## src/pkg/uart_rx_tx_pkg.sv

```systemverilog
// Constants and types shared by the serial channel pair and its receive buffer.
// Assumes one system clock that also serves as the channel operation clock.
package uart_rx_tx_pkg;

    localparam int CHAR_W = 9;
    localparam int FIFO_DEPTH = 32;
    localparam logic IS_FIRST_PORT = 1'b1;

    localparam logic [7:0] MODE_OFS = 8'h00;
    localparam logic [7:0] PAIR_MODE_OFS = 8'h04;
    localparam logic [7:0] CONFIG_OFS = 8'h08;
    localparam logic [7:0] DATA_OFS = 8'h0c;
    localparam logic [7:0] STATUS_OFS = 8'h10;
    localparam logic [7:0] CLEAR_OFS = 8'h14;
    localparam logic [7:0] START_OFS = 8'h18;

    localparam int MODE_SRC_BIT = 0;
    localparam int CFG_RXE_BIT = 0;
    localparam int CFG_TXE_BIT = 1;
    localparam int CFG_PAR_LSB = 2;
    localparam int CFG_DIR_BIT = 4;
    localparam int CFG_LEN_LSB = 5;
    localparam int DATA_DIV_LSB = 9;
    localparam int STS_BFF_BIT = 0;
    localparam int STS_TXBUSY_BIT = 1;
    localparam int STS_RXRDY_BIT = 2;
    localparam int STS_FEF_BIT = 3;
    localparam int STS_PEF_BIT = 4;
    localparam int STS_OVF_BIT = 5;
    localparam int START_GO_BIT = 0;
    localparam int START_HALT_BIT = 1;

    localparam logic [15:0] MODE_RST = 16'h0000;
    localparam logic [15:0] CONFIG_RST = 16'h0060;
    localparam logic [6:0] DIV_RST = 7'h0c;

    localparam logic [1:0] PAR_NONE = 2'h0;
    localparam logic [1:0] PAR_ZERO = 2'h1;
    localparam logic [1:0] PAR_EVEN = 2'h2;
    localparam logic [1:0] PAR_ODD = 2'h3;
    localparam logic [1:0] LEN_9 = 2'h1;
    localparam logic [1:0] LEN_7 = 2'h2;

    typedef enum logic [2:0] {F_IDLE, F_START, F_DATA, F_PARITY, F_STOP} frame_state_t;

endpackage

```

## src/pkg/stream_if.sv

```systemverilog
// Valid/ready stream carrier between the channel and its receive buffer.
// Assumes both ends run on the same clock.
`timescale 1ns/1ns
interface stream_if #(parameter int W = 9);
    logic valid;
    logic ready;
    logic [W-1:0] data;
    modport src (output valid, output data, input ready);
    modport snk (input valid, input data, output ready);
endinterface

```

## src/design/stream_fifo.sv

```systemverilog
// Flip-flop FIFO with valid/ready on both sides.
// Assumes a synchronous active-high reset on the same clock as both ends.
`timescale 1ns/1ns
module stream_fifo #(
    parameter int W = 9,
    parameter int DEPTH = 32
) (
    // Clock and reset
    input wire logic clk_sys,
    input wire logic rst,
    // Streams
    stream_if.snk inPort,
    stream_if.src outPort
);
    localparam int PW = $clog2(DEPTH);
    localparam int CW = $clog2(DEPTH + 1);

    logic [W-1:0] mem [DEPTH];
    logic [PW-1:0] wrPtr;
    logic [PW-1:0] rdPtr;
    logic [CW-1:0] count;
    logic doPush;
    logic doPop;

    assign inPort.ready = count != CW'(DEPTH);
    assign outPort.valid = count != '0;
    assign outPort.data = mem[rdPtr];
    assign doPush = inPort.valid && inPort.ready;
    assign doPop = outPort.valid && outPort.ready;

    always_ff @(posedge clk_sys) begin
        if (doPush) begin
            mem[wrPtr] <= inPort.data;
        end
    end

    always_ff @(posedge clk_sys) begin
        if (rst) begin
            wrPtr <= '0;
            rdPtr <= '0;
            count <= '0;
        end else begin
            if (doPush) begin
                wrPtr <= wrPtr + 1'b1;
            end
            if (doPop) begin
                rdPtr <= rdPtr + 1'b1;
            end
            if (doPush && !doPop) begin
                count <= count + 1'b1;
            end else if (doPop && !doPush) begin
                count <= count - 1'b1;
            end
        end
    end
endmodule

```

## src/design/uart_channel_rx_tx.sv

```systemverilog
// Asynchronous serial channel pair: buffered transmitter and odd-channel receiver.
// Assumes a classic Wishbone master on clk_sys and the operation clock equal to clk_sys.
//
// Overview of operation
// RL1 - A data write while the buffer-full flag is set replaces the pending transmit word.
// RL2 - Software changes the interrupt source select before the last bit of the last word starts.
// RL3 - Reception is done by the odd channel of the pair that forms one serial port.
// RL4 - Software programs the mode registers of both the odd and the paired even channel.
// RL5 - The receiver raises only a transfer-end interrupt, never a buffer-empty one.
// RL6 - Framing, parity and overrun errors each set a flag and raise a separate error interrupt.
// RL7 - Character length is 7, 8 or 9 bits, with 9 bits only on the first port.
// RL8 - In 9-bit mode the data register returns the character in its low nine bits.
// RL9 - Software sets the baud divider to 2 or more, giving rates down from the clock over six.
// RL10 - Parity is none, an unchecked zero bit, even or odd.
// RL11 - Software waits four clock cycles after receive enable before starting the channel.
// RL12 - In receive mode the serial output level and output enable are left unused.
// RL13 - After the clock supply is cut during a stop, software reinitializes instead of resuming.
// RL14 - The bit rate is the operation clock over the divider plus one, over two.
// RL15 - One stop bit is checked and a framing error reported when it is not high.
// RL16 - Characters are assembled most-significant or least-significant bit first.
// RL17 - The line is non-inverted with a high idle level and a frame starts on a falling edge.
`timescale 1ns/1ns
module uart_channel_rx_tx
    import uart_rx_tx_pkg::*;
(
    // Clock and reset
    input wire logic clk_sys,
    input wire logic rst,
    // Wishbone slave
    input wire logic cyc_i,
    input wire logic stb_i,
    input wire logic we_i,
    input wire logic [7:0] adr_i,
    input wire logic [3:0] sel_i,
    input wire logic [31:0] dat_i,
    output logic [31:0] dat_o,
    output logic ack_o,
    // Serial pins
    input wire logic serialInPin,
    output logic serialOut,
    output logic serialOutEn,
    // Event pulses
    output logic receiveEndIrq,
    output logic receiveErrorIrq,
    output logic transmitIrq
);
    logic [15:0] channelModeReg;
    logic [15:0] pairModeReg;
    logic [15:0] commConfigReg;
    logic [6:0] divider;
    logic [CHAR_W-1:0] txBuf;
    logic bufferFullFlag;
    logic chanEnabled;
    logic framingErrorFlag;
    logic parityErrorFlag;
    logic overrunErrorFlag;
    logic rxSync0;
    logic rxSync1;
    logic rxPrev;
    logic busHit;
    logic busDone;
    logic [31:0] wmask;
    logic [31:0] readMux;
    logic [3:0] charLen;
    logic [CHAR_W-1:0] lenMask;
    logic [1:0] parMode;
    logic lsbFirst;
    logic [8:0] bitLen;
    logic [8:0] halfLen;
    frame_state_t rxState;
    logic [8:0] rxTimer;
    logic [3:0] rxIdx;
    logic [CHAR_W-1:0] rxChar;
    logic rxParBit;
    logic rxTick;
    logic rxEdge;
    frame_state_t txState;
    logic [8:0] txTimer;
    logic [3:0] txIdx;
    logic [CHAR_W-1:0] txShift;
    logic txTick;
    logic txLoad;
    logic dataWrite;
    logic next_fe;
    logic next_pe;

    stream_if #(.W(CHAR_W)) rxPush();
    stream_if #(.W(CHAR_W)) rxPop();

    stream_fifo #(.W(CHAR_W), .DEPTH(FIFO_DEPTH)) rxFifo (
        .clk_sys(clk_sys),
        .rst(rst),
        .inPort(rxPush),
        .outPort(rxPop)
    );

    function automatic logic [3:0] bitPos(input logic [3:0] idx, input logic [3:0] len, input logic lsb);
        bitPos = lsb ? idx : 4'(len - idx - 4'h1);
    endfunction

    // Byte lanes of the bus write.
    always_comb begin
        for (int i = 0; i < 4; i++) begin
            wmask[i*8 +: 8] = {8{sel_i[i]}};
        end
    end

    assign busHit = cyc_i && stb_i;
    assign busDone = busHit && ack_o;
    assign dataWrite = busDone && we_i && adr_i == DATA_OFS;

    // RL7 length select, nine bits on first port.
    always_comb begin
        unique case (commConfigReg[CFG_LEN_LSB +: 2])
            LEN_9: charLen = IS_FIRST_PORT ? 4'h9 : 4'h8;
            LEN_7: charLen = 4'h7;
            default: charLen = 4'h8;
        endcase
        lenMask = CHAR_W'((10'h1 << charLen) - 10'h1);
    end

    assign parMode = commConfigReg[CFG_PAR_LSB +: 2];
    assign lsbFirst = commConfigReg[CFG_DIR_BIT];
    // RL14 half and whole bit period.
    assign halfLen = {1'b0, 8'(divider) + 8'h1};
    assign bitLen = {halfLen[7:0], 1'b0};

    // Wishbone acknowledge, one cycle per access.
    always_ff @(posedge clk_sys) begin
        if (rst) begin
            ack_o <= 1'b0;
        end else begin
            ack_o <= busHit && !ack_o;
        end
    end

    always_comb begin
        readMux = 32'h0;
        unique case (adr_i)
            MODE_OFS: readMux = {16'h0, channelModeReg};
            PAIR_MODE_OFS: readMux = {16'h0, pairModeReg};
            CONFIG_OFS: readMux = {16'h0, commConfigReg};
            // RL8 nine-bit character in low bits.
            DATA_OFS: readMux = {16'h0, divider, rxPop.data};
            STATUS_OFS: begin
                readMux[STS_BFF_BIT] = bufferFullFlag;
                readMux[STS_TXBUSY_BIT] = txState != F_IDLE;
                readMux[STS_RXRDY_BIT] = rxPop.valid;
                readMux[STS_FEF_BIT] = framingErrorFlag;
                readMux[STS_PEF_BIT] = parityErrorFlag;
                readMux[STS_OVF_BIT] = overrunErrorFlag;
            end
            START_OFS: readMux[START_GO_BIT] = chanEnabled;
            default: readMux = 32'h0;
        endcase
    end

    always_ff @(posedge clk_sys) begin
        if (rst) begin
            dat_o <= 32'h0;
        end else if (busHit && !ack_o && !we_i) begin
            dat_o <= readMux;
        end
    end

    // Reading the data register takes the oldest character.
    assign rxPop.ready = busDone && !we_i && adr_i == DATA_OFS;

    // RL4 both mode registers are software owned.
    always_ff @(posedge clk_sys) begin
        if (rst) begin
            channelModeReg <= MODE_RST;
            pairModeReg <= MODE_RST;
            commConfigReg <= CONFIG_RST;
            divider <= DIV_RST;
        end else if (busDone && we_i) begin
            unique case (adr_i)
                MODE_OFS: channelModeReg <= (channelModeReg & ~wmask[15:0]) | (dat_i[15:0] & wmask[15:0]);
                PAIR_MODE_OFS: pairModeReg <= (pairModeReg & ~wmask[15:0]) | (dat_i[15:0] & wmask[15:0]);
                CONFIG_OFS: commConfigReg <= (commConfigReg & ~wmask[15:0]) | (dat_i[15:0] & wmask[15:0]);
                DATA_OFS: begin
                    if (sel_i[1]) begin
                        divider <= dat_i[DATA_DIV_LSB +: 7];
                    end
                end
                default: ;
            endcase
        end
    end

    // Channel start and stop triggers.
    always_ff @(posedge clk_sys) begin
        if (rst) begin
            chanEnabled <= 1'b0;
        end else if (busDone && we_i && adr_i == START_OFS && sel_i[0]) begin
            if (dat_i[START_HALT_BIT]) begin
                chanEnabled <= 1'b0;
            end else if (dat_i[START_GO_BIT]) begin
                chanEnabled <= 1'b1;
            end
        end
    end

    // RL1 overwrite pending word, write beats load.
    always_ff @(posedge clk_sys) begin
        if (rst) begin
            txBuf <= '0;
            bufferFullFlag <= 1'b0;
        end else if (dataWrite && sel_i[0]) begin
            txBuf <= {sel_i[1] ? dat_i[8] : txBuf[8], dat_i[7:0]};
            bufferFullFlag <= 1'b1;
        end else if (txLoad) begin
            bufferFullFlag <= 1'b0;
        end
    end

    // RL17 line synchroniser and edge detect.
    always_ff @(posedge clk_sys) begin
        if (rst) begin
            rxSync0 <= 1'b1;
            rxSync1 <= 1'b1;
            rxPrev <= 1'b1;
        end else begin
            rxSync0 <= serialInPin;
            rxSync1 <= rxSync0;
            rxPrev <= rxSync1;
        end
    end

    assign rxEdge = rxPrev && !rxSync1;
    assign rxTick = rxTimer == 9'h0;

    // RL3 receiver of the odd channel.
    always_ff @(posedge clk_sys) begin
        if (rst) begin
            rxState <= F_IDLE;
            rxTimer <= 9'h0;
            rxIdx <= 4'h0;
            rxChar <= '0;
            rxParBit <= 1'b0;
        end else if (!chanEnabled || !commConfigReg[CFG_RXE_BIT]) begin
            rxState <= F_IDLE;
        end else begin
            rxTimer <= rxTick ? bitLen - 9'h1 : rxTimer - 9'h1;
            unique case (rxState)
                F_IDLE: begin
                    if (rxEdge) begin
                        rxState <= F_START;
                        rxTimer <= halfLen - 9'h1;
                    end
                end
                F_START: begin
                    if (rxTick) begin
                        rxIdx <= 4'h0;
                        rxChar <= '0;
                        rxState <= rxSync1 ? F_IDLE : F_DATA;
                    end
                end
                F_DATA: begin
                    if (rxTick) begin
                        // RL16 place bit by order.
                        rxChar[bitPos(rxIdx, charLen, lsbFirst)] <= rxSync1;
                        rxIdx <= rxIdx + 4'h1;
                        if (rxIdx == charLen - 4'h1) begin
                            rxState <= parMode == PAR_NONE ? F_STOP : F_PARITY;
                        end
                    end
                end
                F_PARITY: begin
                    if (rxTick) begin
                        rxParBit <= rxSync1;
                        rxState <= F_STOP;
                    end
                end
                F_STOP: begin
                    if (rxTick) begin
                        rxState <= F_IDLE;
                    end
                end
            endcase
        end
    end

    // RL15 single stop bit must be high.
    assign next_fe = !rxSync1;
    // RL10 only even and odd are checked.
    always_comb begin
        unique case (parMode)
            PAR_EVEN: next_pe = (^(rxChar & lenMask)) != rxParBit;
            PAR_ODD: next_pe = (^(rxChar & lenMask)) == rxParBit;
            default: next_pe = 1'b0;
        endcase
    end

    assign rxPush.valid = rxState == F_STOP && rxTick && chanEnabled && commConfigReg[CFG_RXE_BIT];
    assign rxPush.data = rxChar & lenMask;

    // RL6 sticky error flags, set beats clear.
    always_ff @(posedge clk_sys) begin
        if (rst) begin
            framingErrorFlag <= 1'b0;
            parityErrorFlag <= 1'b0;
            overrunErrorFlag <= 1'b0;
        end else begin
            if (busDone && we_i && adr_i == CLEAR_OFS && sel_i[0]) begin
                framingErrorFlag <= framingErrorFlag & ~dat_i[STS_FEF_BIT];
                parityErrorFlag <= parityErrorFlag & ~dat_i[STS_PEF_BIT];
                overrunErrorFlag <= overrunErrorFlag & ~dat_i[STS_OVF_BIT];
            end
            if (rxPush.valid) begin
                if (next_fe) begin
                    framingErrorFlag <= 1'b1;
                end
                if (next_pe) begin
                    parityErrorFlag <= 1'b1;
                end
                if (!rxPush.ready) begin
                    overrunErrorFlag <= 1'b1;
                end
            end
        end
    end

    // RL5 receive end only, RL6 separate error pulse.
    always_ff @(posedge clk_sys) begin
        if (rst) begin
            receiveEndIrq <= 1'b0;
            receiveErrorIrq <= 1'b0;
        end else begin
            receiveEndIrq <= rxPush.valid && !(next_fe || next_pe || !rxPush.ready);
            receiveErrorIrq <= rxPush.valid && (next_fe || next_pe || !rxPush.ready);
        end
    end

    assign txTick = txTimer == 9'h0;
    assign txLoad = txState == F_IDLE && chanEnabled && commConfigReg[CFG_TXE_BIT] && bufferFullFlag;

    // Transmitter of the even channel.
    always_ff @(posedge clk_sys) begin
        if (rst) begin
            txState <= F_IDLE;
            txTimer <= 9'h0;
            txIdx <= 4'h0;
            txShift <= '0;
            serialOut <= 1'b1;
        end else if (!chanEnabled) begin
            txState <= F_IDLE;
            serialOut <= 1'b1;
        end else begin
            txTimer <= txTick ? bitLen - 9'h1 : txTimer - 9'h1;
            unique case (txState)
                F_IDLE: begin
                    if (txLoad) begin
                        txShift <= txBuf & lenMask;
                        txState <= F_START;
                        txTimer <= bitLen - 9'h1;
                        serialOut <= 1'b0;
                    end
                end
                F_START: begin
                    if (txTick) begin
                        txIdx <= 4'h1;
                        txState <= F_DATA;
                        serialOut <= txShift[bitPos(4'h0, charLen, lsbFirst)];
                    end
                end
                F_DATA: begin
                    if (txTick) begin
                        txIdx <= txIdx + 4'h1;
                        if (txIdx == charLen) begin
                            txState <= parMode == PAR_NONE ? F_STOP : F_PARITY;
                            serialOut <= parMode == PAR_NONE ? 1'b1 :
                                (parMode == PAR_ZERO ? 1'b0 : (^txShift) ^ (parMode == PAR_ODD));
                        end else begin
                            serialOut <= txShift[bitPos(txIdx, charLen, lsbFirst)];
                        end
                    end
                end
                F_PARITY: begin
                    if (txTick) begin
                        txState <= F_STOP;
                        serialOut <= 1'b1;
                    end
                end
                F_STOP: begin
                    if (txTick) begin
                        txState <= F_IDLE;
                    end
                end
            endcase
        end
    end

    // RL12 output unused while only receiving.
    always_ff @(posedge clk_sys) begin
        if (rst) begin
            serialOutEn <= 1'b0;
        end else begin
            serialOutEn <= chanEnabled && commConfigReg[CFG_TXE_BIT];
        end
    end

    // RL2 source select sampled at each event.
    always_ff @(posedge clk_sys) begin
        if (rst) begin
            transmitIrq <= 1'b0;
        end else if (channelModeReg[MODE_SRC_BIT]) begin
            transmitIrq <= txLoad;
        end else begin
            transmitIrq <= txState == F_STOP && txTick && chanEnabled;
        end
    end
endmodule

```

## config.mk

```make
export PLATFORM = sky130hd
export DESIGN_NAME = uart_channel_rx_tx
export DESIGN_NICKNAME = d
export VERILOG_FILES = /design/src/pkg/uart_rx_tx_pkg.sv /design/src/pkg/stream_if.sv /design/src/design/stream_fifo.sv /design/src/design/uart_channel_rx_tx.sv
export SDC_FILE = /design/constraint.sdc
export NUM_CORES = 1
export LEC_CHECK = 0
export BUFFER_PORTS_ARGS = -buffer_cell sky130_fd_sc_hd__buf_2
export CAP_MARGIN = 15
export CORE_AREA = 8 8 206 208
export CTS_BUF_LIST = sky130_fd_sc_hd__clkbuf_4
export CTS_CLUSTER_DIAMETER = 80
export DETAILED_ROUTE_END_ITERATION = 10
export DIE_AREA = 0 0 214 216
export PLACE_DENSITY = 0.68
export SYNTH_ARGS = -nofsm -noshare
export SYNTH_HDL_FRONTEND = slang
export SYNTH_HIERARCHICAL = 1
export SYNTH_SLANG_ARGS = --single-unit
```

## constraint.sdc

```tcl
create_clock -name clk_sys -period 4.45 [get_ports clk_sys]
set_input_delay 0.6675 -clock clk_sys [delete_from_list [all_inputs] [get_ports clk_sys]]
set_output_delay 0.6675 -clock clk_sys [all_outputs]
set_load 0.02 [all_outputs]
```

==> run_results.csv <==
group,metric,value,unit
status,status,"finished clean",
yosys,yosys_warnings,6,
critical_path,setup.worst_path.end,"rxFifo/count[5]",
yosys,yosys.area_share.simple,13.0,%
power,internal-power,0.00626,W
timing,drv_slew,0,
yosys,synth_area_leader_cell,"edfxtp_1",
clock_tree,cts_buffers,111,
power,pwr-share-comb,1.7,%
drt,detail_route.wl_per_cell,20.1,um
clock_tree,post_cts_buffers,0,
timing,maxSlewHeadroom,28.8,%
final_layout,syn_to_final_growth,11.0,%
drt,viasPerCell,5.81,
power,p_leak,7.12,nW
yosys,synth-compound-area-share,8.88,%
clock_tree,cts.sinks,454,
power,ir_drop,0.270,mV
yosys,synthFlopType,"edfxtp_1",
critical_path,cp_top_family,"simple AND/OR/NAND/NOR gates",
yosys,synth.area.mux_share,12.3,%
floorplan,dieHeight,216,um
critical_path,r2r_setup_slack,240,ps
clock_tree,clockBufferDepth,3,
yosys,synth_most_common_cell,"edfxtp_1",
global_routing,grt_use_met2,32.7,%
floorplan,die_area,0.0462,mm^2
global_routing,grt_util_met1,25.6,%
critical_path,start_kind,"flop",
power,pwr-share-clk,42.9,%
placement,dp_hpwl,31100,um
drt,ant_nets,0,
global_routing,antenna_found_initial,1,
global_routing,grt_pass1_vias,13546,
floorplan,rows,73,
power,swShare,21.7,%
hold_path,hp-class,"in -> reg",
clock_tree,cts.clk_slew.worst_paths,70,ps
critical_path,crit_type,"reg -> reg",
power,finalPower,0.00800,W
timing,setup_tns,0,ps
floorplan,start_util,52.0,%
floorplan,io_pins,88,
drt,firstDrtPassIters,5,
critical_path,path_buf_inv,3,
clock_tree,cts_resized,0,
clock_tree,root_buffer,"clkbuf_4",
clock_tree,htree_levels,3,
yosys,synth_common_cells,"edfxtp_1, dfxtp_1, nor2_1",
drt,routed_wl,47700,um
clock_tree,clock_latency,820,ps
timing,grt_setup_unrepaired,"false",
timing,setup_viol,0,
power,p_switching,0.00174,W
critical_path,crit_cells,14,
timing,min_period,4210,ps
drt,dr_total_vias,13806,
timing,fmax,238,MHz
final_layout,nets,1842,
yosys,yosysUniqueCellTypes,86,
critical_path,reg2reg_to,"rxFifo/count[5]",
power,p_per_area,354,mW/mm^2
timing,fin_skew,72.6,ps
timing,worst_pin_slew,1060,ps
yosys,syn_avg_cell_area,12.3,um^2
clock_tree,postCtsHoldBufs,1,
critical_path,crit_required,5150,ps
critical_path,cpMaxStageDelayCell,"or4b_2",
drt,detail_route.iter0.violations,1104,
yosys,synthTopCellsByArea,"edfxtp_1, dfxtp_1, mux2i_1",
global_routing,grt_start_max_net_pins,78,
yosys,syn_inst,1656,
timing,final_hold_viol_count,0,
critical_path,r2r_cells,14,
global_routing,grt.overflow.total,0,
global_routing,track_usage,20.1,%
global_routing,busiest_layer,"met2",
clock_tree,cts_tree,"yes",
floorplan,dieWidth,214,um
yosys,ys_seq_area_share,58.8,%
critical_path,path_max_fanout,7,
yosys,synth_area,0.0204,mm^2
floorplan,core_area,0.0392,mm^2
yosys,synth-async-reset-ratio,0,%
critical_path,startpoint,"rxTimer[0]",
critical_path,arrival,4910,ps
global_routing,grt_pass1_wl,74200,um
final_layout,n_fill_cell,3206,
final_layout,drive_gt1_share,19.9,%
yosys,synth_top_area_share,42.5,%
yosys,synthXorXnorAreaFrac,2.07,%
hold_path,hold_depth,3,
placement,gp_congestion,0.834,
timing,fin_crit_sh,94.6,%
power,sequentialPowerShare,55.4,%
critical_path,rr_startpoint,"rxTimer[0]",
critical_path,cp-end-kind,"flop",
yosys,synth_top_family_by_area,"simple AND/OR/NAND/NOR gates",
drt,drc,0,
global_routing,met3_usage,4.14,%
yosys,synth_edf_count,288,
placement,io_buffers,53,
yosys,ys_seq_elements,454,
hold_path,hold_start,"dat_i[11]",
critical_path,critPathMaxStageDelay,680,ps
flow_run,maxCapViolCount,0,
critical_path,critical_path.cell_chain,"inv_1 > ha_1 > or4b_2 > nor3_1 > nand4_1 > inv_1 > o31a_1 > ha_1 > inv_1 > ha_1 > and3_2 > a2111oi_0 > o22ai_1 > nand3_1",
yosys,synthAdderAreaFrac,1.63,%
## worst min-delay path, delay by kind of cell
kind | cells | cell delay, ps
and+or+nand+nor | 1 | 50
AOI/OAI and AO/OA | 1 | 60
buffers and inverters | 1 | 120
## worst min-delay path by stage
| stage | endpoint |
|---|---|
| floorplan | rxSync1 |
| global placement | rxSync1 |
| detailed placement | rxSync1 |
| CTS | flop |
| global route | flop |
| finish | flop |
## power by group through the flow
stage	Combinational, W	Clock (W)	Sequential [W]
finish	0.000137	0.00343	0.00443
global route	0.000149	0.00376	0.00443
CTS	0.000136	0.00353	0.00443
detailed placement	0.000135	0	0.00453
global placement	0.000133	0	0.00453
floorplan	0.0000975	0	0.00453
## through the flow
| stage | cells | instance area (um^2) | worst slack (ps) | utilization (%) | hold slack, ps |
|---|---|---|---|---|---|
| after floorplan | 1671 | 20400 | 814 | - | 389 |
| after global placement | 2176 | 21200 | 650 | 54.0 | 400 |
| after detailed placement | 2176 | 21200 | 435 | 54.0 | 410 |
| after CTS | 2374 | 22600 | 382 | 57.7 | 61.0 |
| after global routing | 2376 | 22600 | 70.9 | 57.7 | 58.8 |
| final | 2376 | 22600 | 240 | 57.7 | 147 |
## cell usage in the layout, fill, tap and decap left out, drive strengths merged, types with 52 or more instances in the layout
master | synthesis | routed
nand3 | 68 | 68
edfxtp | 288 | 288
buf | 53 | 102
dfxtp | 166 | 166
a21oi | 83 | 83
mux2i | 130 | 130
nand2 | 131 | 131
clkbuf | 68 | 162
mux4 | 52 | 52
nor2 | 156 | 156
## routing by layer
layer	wire, um	up-vias	share of wire (%)
met5	0	-	0
met4	1580	0	3.3
met3	2950	97	6.2
met2	23000	470	48
met1	20200	6755	42
li1	-	6484	-
## cell type report
class	instances	area [um^2]	share of cell area (%)
timing repair buffer	103	666	2.94
antenna	1	2.50	0.0111
sequential	454	12000	53.0
inverter	25	93.8	0.415
clock buffer	162	1220	5.38
multi-input combinational	1071	7790	34.4
clock inverter	35	214	0.946
tap	525	657	2.90
## kinds of logic (layout without fill, tap and decap cells)
kind of cell | after synthesis | in the layout
multiplexers | 185 | 185
AND/OR/NAND/NOR | 537 | 537
flip-flops | 454 | 454
XOR/XNOR | 45 | 45
other | 1 | 17
adder cells (fa/ha/maj) | 26 | 26
AO/OA/AOI/OAI | 262 | 262
buffers and inverters | 146 | 325
Note: power is estimated with default switching activity, not from simulation.
